`config.mk`:
```
export PLATFORM = sky130hd
export DESIGN_NAME = ipe_encoder
export DESIGN_NICKNAME = d
export VERILOG_FILES = /design/src/logic/ipe_prio_regs.v /design/src/logic/ipe_encoder.v
export VERILOG_INCLUDE_DIRS = /design/src /design/src/logic
export SDC_FILE = /design/constraint.sdc
export NUM_CORES = 1
export LEC_CHECK = 0
export BUFFER_PORTS_ARGS = -buffer_cell sky130_fd_sc_hd__buf_2
export CAP_MARGIN = 10
export CORE_ASPECT_RATIO = 1.75
export CORE_MARGIN = 2
export CORE_UTILIZATION = 56
export DETAILED_ROUTE_END_ITERATION = 8
export PLACE_DENSITY = 0.87
export REMOVE_ABC_BUFFERS = 1
export SYNTH_ARGS = -nofsm -noshare
export SYNTH_HDL_FRONTEND = slang
export SYNTH_SLANG_ARGS = --single-unit
```
`constraint.sdc`:
```
create_clock -name mclk_i -period 58 [get_ports mclk_i]
set_input_delay 8.7 -clock mclk_i [delete_from_list [all_inputs] [get_ports mclk_i]]
set_output_delay 8.7 -clock mclk_i [all_outputs]
set_load 0.01 [all_outputs]
```
`src/logic/ipe_defines.vh`:
```
// Behaviour
// - Every source owns a distinct event code, latched into the secondary code register.
// - All sources share one service entry; software branches on the latched code.
// - Programmable sources take levels 0 to 15 from five priority registers.
// - Reset clears every programmable priority level to zero.
// - Equal-level ties resolve by fixed order, non-maskable first, refresh overflow last.
// - Non-maskable input has fixed level 16 and code 0x1C0 in both registers.
// - Debug request has fixed level 15 and code 0x5E0 in both registers.
// - External, port, transfer, infrared, FIFO serial and converter primary codes encode the accepted level.
// - External lines 0-3 use register C nibbles; codes 0x600 to 0x660.
// - Lines 4-5 and port groups use register D; codes 0x680 to 0x720.
// - Transfer ends share E[15:12], codes 0x800-0x860, channel 0 ranks highest.
// - Infrared error, receive, break, transmit share E[11:8], codes 0x880-0x8E0.
// - FIFO serial error, receive, break, transmit share E[7:4], codes 0x900-0x960.
// - Converter end uses E[3:0] with secondary code 0x980.
// - Timer 0 and 1 underflows use A[15:12], A[11:8], codes 0x400, 0x420.
// - Timer 2 underflow and capture share A[7:4]; underflow ranks above capture.
// - Refresh compare-match and overflow share B[11:8]; compare-match ranks higher.
`ifndef IPE_DEFINES_VH
`define IPE_DEFINES_VH

// ----------------------------------------
// Register indices on the plain port
// ----------------------------------------
`define IPE_REG_A        3'h0
`define IPE_REG_B        3'h1
`define IPE_REG_C        3'h2
`define IPE_REG_D        3'h3
`define IPE_REG_E        3'h4
`define IPE_REG_PRI_CODE 3'h5
`define IPE_REG_SEC_CODE 3'h6
`define IPE_REG_STATUS   3'h7
`define IPE_PRIO_RESET   16'h0000

// ----------------------------------------
// Priority field positions
// ----------------------------------------
`define IPE_FLD_3  15:12
`define IPE_FLD_2  11:8
`define IPE_FLD_1  7:4
`define IPE_FLD_0  3:0

// ----------------------------------------
// Levels and event codes
// ----------------------------------------
`define IPE_LVL_NMI       5'h10
`define IPE_LVL_DEBUG     5'h0f
`define IPE_CODE_NMI      12'h1c0
`define IPE_CODE_DEBUG    12'h5e0
`define IPE_CODE_EXT      12'h600
`define IPE_CODE_PORT     12'h700
`define IPE_CODE_XFER     12'h800
`define IPE_CODE_TIMER    12'h400
`define IPE_CODE_LEVEL    12'h200
`define IPE_CODE_STEP     12'h020

// ----------------------------------------
// Source indices in default order
// ----------------------------------------
`define IPE_NUM_SRC   37
`define IPE_SRC_NMI   0
`define IPE_SRC_DBG   1
`define IPE_SRC_EXT0  2
`define IPE_SRC_PORT0 8
`define IPE_SRC_XFER0 10
`define IPE_SRC_ADC   22
`define IPE_SRC_TMR0  23

`endif

```
`src/logic/ipe_prio_regs.v`:
```
`timescale 1ns/1ps
`default_nettype none
`include "ipe_defines.vh"

module ipe_prio_regs (
	// Clock and reset
	input  wire        mclk_i,
	input  wire        srst_i,
	// Write port
	input  wire [2:0]  addr_i,
	input  wire [15:0] wdata_i,
	input  wire        wr_i,
	// Register contents
	output reg  [15:0] prio_a_o,
	output reg  [15:0] prio_b_o,
	output reg  [15:0] prio_c_o,
	output reg  [15:0] prio_d_o,
	output reg  [15:0] prio_e_o
);

	// ----------------------------------------
	// Five priority registers
	// ----------------------------------------
	always @(posedge mclk_i) begin
		if (srst_i) begin
			prio_a_o <= `IPE_PRIO_RESET;
			prio_b_o <= `IPE_PRIO_RESET;
			prio_c_o <= `IPE_PRIO_RESET;
			prio_d_o <= `IPE_PRIO_RESET;
			prio_e_o <= `IPE_PRIO_RESET;
		end else if (wr_i) begin
			case (addr_i)
				`IPE_REG_A: prio_a_o <= wdata_i;
				`IPE_REG_B: prio_b_o <= wdata_i;
				`IPE_REG_C: prio_c_o <= wdata_i;
				`IPE_REG_D: prio_d_o <= wdata_i;
				`IPE_REG_E: prio_e_o <= wdata_i;
				default: begin
				end
			endcase
		end
	end

endmodule // ipe_prio_regs
`default_nettype wire

```
`src/logic/ipe_encoder.v`:
```
`timescale 1ns/1ps
`default_nettype none
`include "ipe_defines.vh"

module ipe_encoder (
	// Clock and reset
	input  wire        mclk_i,
	input  wire        srst_i,
	// Register port
	input  wire [2:0]  addr_i,
	input  wire [15:0] wdata_i,
	input  wire        wr_i,
	input  wire        rd_i,
	output reg  [15:0] rdata_o,
	// Fixed-level sources
	input  wire        nmi_i,
	input  wire        debug_port_request_i,
	// External lines and port groups
	input  wire [5:0]  external_line_i,
	input  wire        port_group_low_i,
	input  wire        port_group_high_i,
	// Transfer engine, serial channels and converter
	input  wire [3:0]  transfer_end_i,
	input  wire        infrared_error_i,
	input  wire        infrared_receive_i,
	input  wire        infrared_break_i,
	input  wire        infrared_transmit_i,
	input  wire        fifo_serial_error_i,
	input  wire        fifo_serial_receive_i,
	input  wire        fifo_serial_break_i,
	input  wire        fifo_serial_transmit_i,
	input  wire        converter_end_i,
	// Timer unit and clock
	input  wire        timer0_underflow_i,
	input  wire        timer1_underflow_i,
	input  wire        timer2_underflow_i,
	input  wire        timer2_capture_i,
	input  wire        clock_alarm_i,
	input  wire        clock_periodic_i,
	input  wire        clock_carry_i,
	// Basic serial, watchdog and refresh
	input  wire        basic_serial_error_i,
	input  wire        basic_serial_receive_i,
	input  wire        basic_serial_transmit_i,
	input  wire        basic_serial_tx_end_i,
	input  wire        watchdog_interval_i,
	input  wire        refresh_compare_match_i,
	input  wire        refresh_overflow_i,
	// Core side
	input  wire [3:0]  core_mask_i,
	input  wire        core_accept_i,
	output reg         irq_req_o,
	output reg  [4:0]  irq_level_o,
	output reg  [11:0] primary_event_code_o,
	output reg  [11:0] secondary_event_code_o
);

	// ----------------------------------------
	// Priority registers
	// ----------------------------------------
	wire [15:0] prio_a;
	wire [15:0] prio_b;
	wire [15:0] prio_c;
	wire [15:0] prio_d;
	wire [15:0] prio_e;

	ipe_prio_regs u_regs (
		.mclk_i   (mclk_i),
		.srst_i   (srst_i),
		.addr_i   (addr_i),
		.wdata_i  (wdata_i),
		.wr_i     (wr_i),
		.prio_a_o (prio_a),
		.prio_b_o (prio_b),
		.prio_c_o (prio_c),
		.prio_d_o (prio_d),
		.prio_e_o (prio_e)
	);

	// ----------------------------------------
	// Pending vector, index 0 ranks first
	// ----------------------------------------
	wire [`IPE_NUM_SRC-1:0] req;

	assign req = {refresh_overflow_i, refresh_compare_match_i, watchdog_interval_i,
		basic_serial_tx_end_i, basic_serial_transmit_i, basic_serial_receive_i,
		basic_serial_error_i, clock_carry_i, clock_periodic_i, clock_alarm_i,
		timer2_capture_i, timer2_underflow_i, timer1_underflow_i, timer0_underflow_i,
		converter_end_i, fifo_serial_transmit_i, fifo_serial_break_i,
		fifo_serial_receive_i, fifo_serial_error_i, infrared_transmit_i,
		infrared_break_i, infrared_receive_i, infrared_error_i,
		transfer_end_i[3], transfer_end_i[2], transfer_end_i[1], transfer_end_i[0],
		port_group_high_i, port_group_low_i, external_line_i,
		debug_port_request_i, nmi_i};

	// ----------------------------------------
	// Level and code per source
	// ----------------------------------------
	function [4:0] lvl_of;
		input integer i;
		begin
			case (i)
				0:  lvl_of = `IPE_LVL_NMI;
				1:  lvl_of = `IPE_LVL_DEBUG;
				2:  lvl_of = {1'b0, prio_c[`IPE_FLD_0]};
				3:  lvl_of = {1'b0, prio_c[`IPE_FLD_1]};
				4:  lvl_of = {1'b0, prio_c[`IPE_FLD_2]};
				5:  lvl_of = {1'b0, prio_c[`IPE_FLD_3]};
				6:  lvl_of = {1'b0, prio_d[`IPE_FLD_0]};
				7:  lvl_of = {1'b0, prio_d[`IPE_FLD_1]};
				8:  lvl_of = {1'b0, prio_d[`IPE_FLD_3]};
				9:  lvl_of = {1'b0, prio_d[`IPE_FLD_2]};
				10, 11, 12, 13:
					lvl_of = {1'b0, prio_e[`IPE_FLD_3]};
				14, 15, 16, 17:
					lvl_of = {1'b0, prio_e[`IPE_FLD_2]};
				18, 19, 20, 21:
					lvl_of = {1'b0, prio_e[`IPE_FLD_1]};
				22: lvl_of = {1'b0, prio_e[`IPE_FLD_0]};
				23: lvl_of = {1'b0, prio_a[`IPE_FLD_3]};
				24: lvl_of = {1'b0, prio_a[`IPE_FLD_2]};
				25, 26:
					lvl_of = {1'b0, prio_a[`IPE_FLD_1]};
				27, 28, 29:
					lvl_of = {1'b0, prio_a[`IPE_FLD_0]};
				30, 31, 32, 33:
					lvl_of = {1'b0, prio_b[`IPE_FLD_1]};
				34: lvl_of = {1'b0, prio_b[`IPE_FLD_3]};
				35, 36:
					lvl_of = {1'b0, prio_b[`IPE_FLD_2]};
				default: lvl_of = 5'h00;
			endcase
		end
	endfunction

	// Codes run in steps inside each block, so one base per block suffices.
	function [11:0] sec_of;
		input integer i;
		reg [11:0] k;
		integer    j;
		begin
			k = 12'h000;
			j = 0;
			if (i == `IPE_SRC_NMI) begin
				sec_of = `IPE_CODE_NMI;
			end else if (i == `IPE_SRC_DBG) begin
				sec_of = `IPE_CODE_DEBUG;
			end else if (i < `IPE_SRC_PORT0) begin
				j = i - `IPE_SRC_EXT0;
				k = j[11:0];
				sec_of = `IPE_CODE_EXT + k * `IPE_CODE_STEP;
			end else if (i < `IPE_SRC_XFER0) begin
				j = i - `IPE_SRC_PORT0;
				k = j[11:0];
				sec_of = `IPE_CODE_PORT + k * `IPE_CODE_STEP;
			end else if (i < `IPE_SRC_TMR0) begin
				j = i - `IPE_SRC_XFER0;
				k = j[11:0];
				sec_of = `IPE_CODE_XFER + k * `IPE_CODE_STEP;
			end else begin
				j = i - `IPE_SRC_TMR0;
				k = j[11:0];
				sec_of = `IPE_CODE_TIMER + k * `IPE_CODE_STEP;
			end
		end
	endfunction

	// ----------------------------------------
	// Winner search
	// ----------------------------------------
	// A strict greater-than keeps the earliest source on a tie, which gives the
	// default order for free; level 0 never wins, as the search starts from best_lvl 0.
	reg [4:0]  best_lvl;
	reg [11:0] best_sec;
	reg [11:0] best_pri;
	reg [5:0]  best_idx;
	reg        best_vld;
	integer    n;

	// The levels are read inside functions, which an implicit list would miss, so the registers are named here.
	always @(req or prio_a or prio_b or prio_c or prio_d or prio_e) begin
		best_lvl = 5'h00;
		best_sec = 12'h000;
		best_idx = 6'h00;
		best_vld = 1'b0;
		for (n = 0; n < `IPE_NUM_SRC; n = n + 1) begin
			if (req[n] && (lvl_of(n) > best_lvl)) begin
				best_lvl = lvl_of(n);
				best_sec = sec_of(n);
				best_idx = n[5:0];
				best_vld = 1'b1;
			end
		end
		if (best_vld && (best_idx >= `IPE_SRC_EXT0) && (best_idx <= `IPE_SRC_ADC)) begin
			best_pri = `IPE_CODE_LEVEL + {7'h00, 5'h0f - best_lvl} * `IPE_CODE_STEP;
		end else begin
			best_pri = best_sec;
		end
	end

	// ----------------------------------------
	// Offer to the core
	// ----------------------------------------
	always @(posedge mclk_i) begin
		if (srst_i) begin
			irq_req_o     <= 1'b0;
			irq_level_o   <= 5'h00;
			primary_event_code_o   <= 12'h000;
			secondary_event_code_o <= 12'h000;
		end else begin
			irq_req_o   <= best_vld && (best_lvl > {1'b0, core_mask_i});
			irq_level_o <= best_lvl;
			primary_event_code_o   <= best_pri;
			secondary_event_code_o <= best_sec;
		end
	end

	// ----------------------------------------
	// Event registers latched on acceptance
	// ----------------------------------------
	// The latch takes the offer the core actually saw, not a fresher winner.
	reg [11:0] pri_code_q;
	reg [11:0] sec_code_q;
	reg        accepted_q;

	always @(posedge mclk_i) begin
		if (srst_i) begin
			pri_code_q <= 12'h000;
			sec_code_q <= 12'h000;
			accepted_q <= 1'b0;
		end else if (core_accept_i && irq_req_o) begin
			pri_code_q <= primary_event_code_o;
			sec_code_q <= secondary_event_code_o;
			accepted_q <= 1'b1;
		end
	end

	// ----------------------------------------
	// Read port, data one cycle after strobe
	// ----------------------------------------
	always @(posedge mclk_i) begin
		if (srst_i) begin
			rdata_o <= 16'h0000;
		end else if (rd_i) begin
			case (addr_i)
				`IPE_REG_A:        rdata_o <= prio_a;
				`IPE_REG_B:        rdata_o <= prio_b;
				`IPE_REG_C:        rdata_o <= prio_c;
				`IPE_REG_D:        rdata_o <= prio_d;
				`IPE_REG_E:        rdata_o <= prio_e;
				`IPE_REG_PRI_CODE: rdata_o <= {4'h0, pri_code_q};
				`IPE_REG_SEC_CODE: rdata_o <= {4'h0, sec_code_q};
				`IPE_REG_STATUS:   rdata_o <= {accepted_q, irq_req_o, 3'h0, best_idx, irq_level_o};
				default:           rdata_o <= 16'h0000;
			endcase
		end else begin
			rdata_o <= 16'h0000;
		end
	end

endmodule // ipe_encoder
`default_nettype wire

```
==> run metrics, run 1 <==
adder-cell share of the synthesized area=about 8.7%; Yosys top cell area share=between 10% and 20%; initial core utilization=about 57%; total track usage=87.3%; hpwl dp=44300 um; input/output buffers=100; largest family of logic cells by synthesized area=compound AO/OA/AOI/OAI gates; placer congestion estimate=~1.1; total congestion overflow=between 800 and 900; simple logic cell fraction of the synthesized area=roughly 25%; cells taking the most area after synthesis=dfxtp_1 (19%), nand2_1 (8.8%), ha_1 (8.5%), a21oi_1 (7.9%), nor2_1 (4.4%); TritonCTS Buffers=17; Syn Inst Count=a little under 2000; placed cells=~2700; GRT repair_timing worst endpoint=irq_req_o$_SDFF_PP0_/D; die height=211 um; multiplexer share of the synthesized area=~7.3%; FFs w/ async S/R, synth=0%; cell area after synthesis=~14000 sq um; Yosys reg bits=131; Worst EP Category=sequential cell input; DIE WIDTH=122 um; register area share after synthesis=19.1%; count of cell types in the netlist=114; CTS Root Cell=clkbuf_16; Placed Instance Area=17200 sq um; largest net degree at the start of global routing=81; XOR/XNOR Fraction of Synth Area=less than 1%; Post-synth EDFFs=0; Syn Area/Cell=roughly 7 sq um; clock tree sinks=~130; maximum root-to-sink buffer count=2; Compound-Gate Fraction of Synth Area=32.1%; Yosys top cell by area=dfxtp_1; H-Tree Depth=4; Core Rows=75; yosys warns=0; I/O pin count=approximately 110; Last stage=global routing (5_1_grt); Run Error=[ERROR GRT-0232] Routing congestion too high. Check the congestion heatmap in the GUI.; status=aborted with a tool error; Main synth FF type=dfxtp_1
cell usage after synthesis (6+ instances only):
cell type and number:
nand2_1 323, a21oi_1 216, nor2_1 160, dfxtp_1 131, inv_1 116, o21ai_0 94
ha_1 93, clkbuf_1 72, nand3_1 51, mux2i_1 49, nor3_1 34, mux2_2 30
nor2b_1 29, a211oi_1 27, a31oi_1 24, and2_1 24, and3_1 23, nand4_1 22
o211ai_1 22, o21a_1 16, a21o_1 15, o21ai_1 14, a221oi_1 13, buf_4 13
or2_2 13, nand2b_1 12, a211o_1 11, a22oi_1 11, o31a_1 11, a311oi_1 10
buf_1 10, buf_2 10, nor4_1 10, o211a_1 9, or3_1 8, or2_1 7
xnor2_1 7, a211oi_2 6, a41oi_1 6, nor3b_1 6, o2111ai_1 6, o21bai_1 6
o31ai_1 6
through the flow:
| step | util (%) | setup TNS (ps) | setup WS, ps |
|---|---|---|---|
| 4_1_cts | 79.5 | 0 | 9.42 |
| 3_5_place_dp | 71.7 | -67560 | -3670 |
| 2_1_floorplan | - | -94090 | -4840 |
| 3_3_place_gp | 71.7 | -22480 | -1710 |
kinds of logic after synthesis:
group | after synthesis
buffers and inverters | 226
multiplexers | 90
flip-flops | 131
XOR/XNOR | 11
AO/OA/AOI/OAI | 630
adder cells (fa/ha/maj) | 96
other | 1
AND/OR/NAND/NOR | 750
per-layer routing:
layer  overflow  GRT usage (%)
met3         19           70.8
met2        498            105
met5          2           31.0
met1         10           81.5
met4        288           98.7
repair_timing:
action,in CTS
gates resized for setup,179
pin swaps,81
buffers inserted,77
hold buffers,0
setup endpoints to repair,24
==> inputs of run 2 (changes only) <==
--- a/config.mk
+++ b/config.mk
@@ -8,11 +8,10 @@
 export LEC_CHECK = 0
 export BUFFER_PORTS_ARGS = -buffer_cell sky130_fd_sc_hd__buf_2
 export CAP_MARGIN = 10
-export CORE_ASPECT_RATIO = 1.75
 export CORE_MARGIN = 2
-export CORE_UTILIZATION = 56
+export CORE_UTILIZATION = 40
 export DETAILED_ROUTE_END_ITERATION = 8
-export PLACE_DENSITY = 0.87
+export PLACE_DENSITY_LB_ADDON = 0.15
 export REMOVE_ABC_BUFFERS = 1
 export SYNTH_ARGS = -nofsm -noshare
 export SYNTH_HDL_FRONTEND = slang
==> constraint.sdc (replaced) <==
create_clock -name mclk_i -period 75.4 [get_ports mclk_i]
set_input_delay 11.31 -clock mclk_i [delete_from_list [all_inputs] [get_ports mclk_i]]
set_output_delay 11.31 -clock mclk_i [all_outputs]
set_load 0.01 [all_outputs]
==> run 2 against run 1 <==
Net effect:
- the flow now finishes without violations
- synthesized area stayed put
- synthesized cell count unchanged
==> run metrics, run 2 <==
WL/cell=approximately 21 um; 1st-iter DRT viols=approximately 1500; synth-to-layout area growth=11.3%; CP required=approximately 76000 ps; crit path DAT=70620 ps; crit path capture=irq_req_o; Max stage delay on crit path=670 ps; Largest delay share family, worst path=compound AO/OA/AOI/OAI gates; dpl ws=-10.0 ps (+3660 ps); fin nets=2133; min Tclk post-route=70330 ps; fmax=14.2 MHz; FFs w/ async S/R, synth=0% (unchanged); initial core utilization=40.8% (-16 points); CTS Root Cell=clkbuf_16; cell area after synthesis=13700 sq um (unchanged); hpwl dp=39000 um (-12%); commonest non-fill, non-tap cell in the layout=nand2_1; die area=about 36000 sq um; die height=189 um (-10%); First-pass DRT Iterations=5; Final ANT Viol Nets=0; CP Depth=between 200 and 300; Yosys reg bits=131 (unchanged); clock tree sinks=131 (unchanged); most frequent cell after synthesis=nand2_1; crit-path most repeated cell=ha_1; vias in the first global route=roughly 14000; R2R setup slack=between 15000 and 20000 ps; layout cell share with drive strength beyond 1=approximately 14%; total track usage=27.9%; Clock Latency Late Sink=between 400 and 500 ps; Post-synth EDFFs=0 (unchanged); nature of the critical path endpoint=flip-flop; Max Cap Violations=0; post-route clock period utilization=between 90% and 100%; WHS=448 ps; count of cell types in the netlist=114 (unchanged); Placed Instance Area=14400 sq um (-16%); worst setup margin=around 5100 ps; fin area=15300 sq um; yosys warns=0 (unchanged); cells taking the most area after synthesis=dfxtp_1 (19%), nand2_1 (8.8%), ha_1 (8.5%), a21oi_1 (7.9%), nor2_1 (4.4%); clock skew=~11 ps; CTS tree=done; most frequent cells in the layout=nand2_1 (323), a21oi_1 (214), nor2_1 (157); Final Hold Vio Count=0; TritonCTS Buffers=17 (unchanged); Core ar.=33600 sq um; Core Rows=67 (-11%); status=finished clean; Post-synth top cells=nand2_1 (323), a21oi_1 (216), nor2_1 (160); crit path launch=nmi_i; total congestion overflow=0; vias per inst=6.13; input/output buffers=100 (unchanged); initial antenna violation count=0; Finish-stage setup viols=0; critical path startpoint category=input port; largest net degree at the start of global routing=82; antenna cells=0; worst min path class=reg2reg; Syn Area/Cell=7.09 sq um (unchanged); Slew @ Worst Pin=1010 ps; Rel. slew slack=about a third; register area share after synthesis=19.1% (unchanged); CP max FO=29; CP Buf/Inv Count=32; reg2reg start=u_regs.prio_c_o[1]; I/O pin count=111 (unchanged); Setup CP Type=in2reg; final core utilization=approximately 45%; Post-route DRC=0; maximum root-to-sink buffer count=2 (unchanged); fin. max-slew vios=0; placer congestion estimate=0.975 (-7.3%); Yosys top cell by area=dfxtp_1; Syn Inst Count=1935 (unchanged); Reg2Reg Depth=292; reg-to-reg endpoint=irq_req_o; first-pass GRT wire length=about 79000 um; Clock transition at path regs=roughly 60 ps; CP max stage cell=or4b_2; WL final=slightly above 50000 um; Main synth FF type=dfxtp_1; DIE WIDTH=189 um (+55%); H-Tree Depth=4 (unchanged); Yosys top cell area share=19.1% (unchanged); routed vias=14900
## run 2: cell counts after synthesis
No cell type changed its count.
## run 2: stage by stage
stage / setup TNS [ps] / instances
after CTS: 0 / 2423
after detailed placement: -10.0 / 2392
after global routing: -107 / 2435
after floorplan: 0 / 1837
after global placement: 0 / 2392
final: 0 / 2435
## run 2: repair_timing
action                     CTS  global route
setup endpoints to repair    0            24
buffers inserted             0            12
hold buffers                 0             0
resized for setup            0            48
## run 2: layout make-up
cell class / count / area (sq um)
repair buffers: 119 / 652
fillers: 3501 / 18300
multi-input cells: 1588 / 10400
well taps: 448 / 561
clock inverters: 14 / 153
flip-flops and latches: 131 / 2620
clock buffers: 17 / 425
inverters: 118 / 447
## run 2: worst min-delay path by stage
stage                                   from                 end  slack (ps)  cells past startpoint
floorplan                 u_regs.prio_b_o[0]  u_regs.prio_b_o[0]         430                      2
global placement     primary_event_code_o[5]       pri_code_q[5]         440                      2
detailed placement   primary_event_code_o[5]       pri_code_q[5]         440                      2
CTS                 primary_event_code_o[11]      pri_code_q[11]         450                      2
global route              u_regs.prio_b_o[1]  u_regs.prio_b_o[1]         470                      2
finish              primary_event_code_o[11]      pri_code_q[11]         450                      2
## run 2: layer usage
metal | wire [um] | track usage, %
met1 | 23400 | 38.8
met2 | 22700 | 44.7
met3 | 3290 | 3.28
met4 | 1610 | 9.07
met5 | 0 | 0
## run 2: logic make-up (layout without fill, tap and decap cells)
family                   count (synthesis)  count (layout)  share of synthesized area, %
AO/OA/AOI/OAI                          630             630                          32.1
adder cells (fa/ha/maj)                 96              96                          8.70
XOR/XNOR                                11              11                         0.702
buffers and inverters                  226             268                          6.79
AND/OR/NAND/NOR                        750             750                          25.3
flip-flops                             131             131                          19.1
multiplexers                            90              90                          7.30
other                                    1              11                        0.0273
## run 2: worst min-delay path: cells and delay by family, from the launching register on
kind | cells | cell delay [ps]
flip-flops | 1 | 310
AO/OA/AOI/OAI | 1 | 50
AND/OR/NAND/NOR | 1 | 50
Power of run 2 is left out: the tool's default activity adds up to more than one toggle a clock period on the data nets, which glitch-free logic cannot reach.
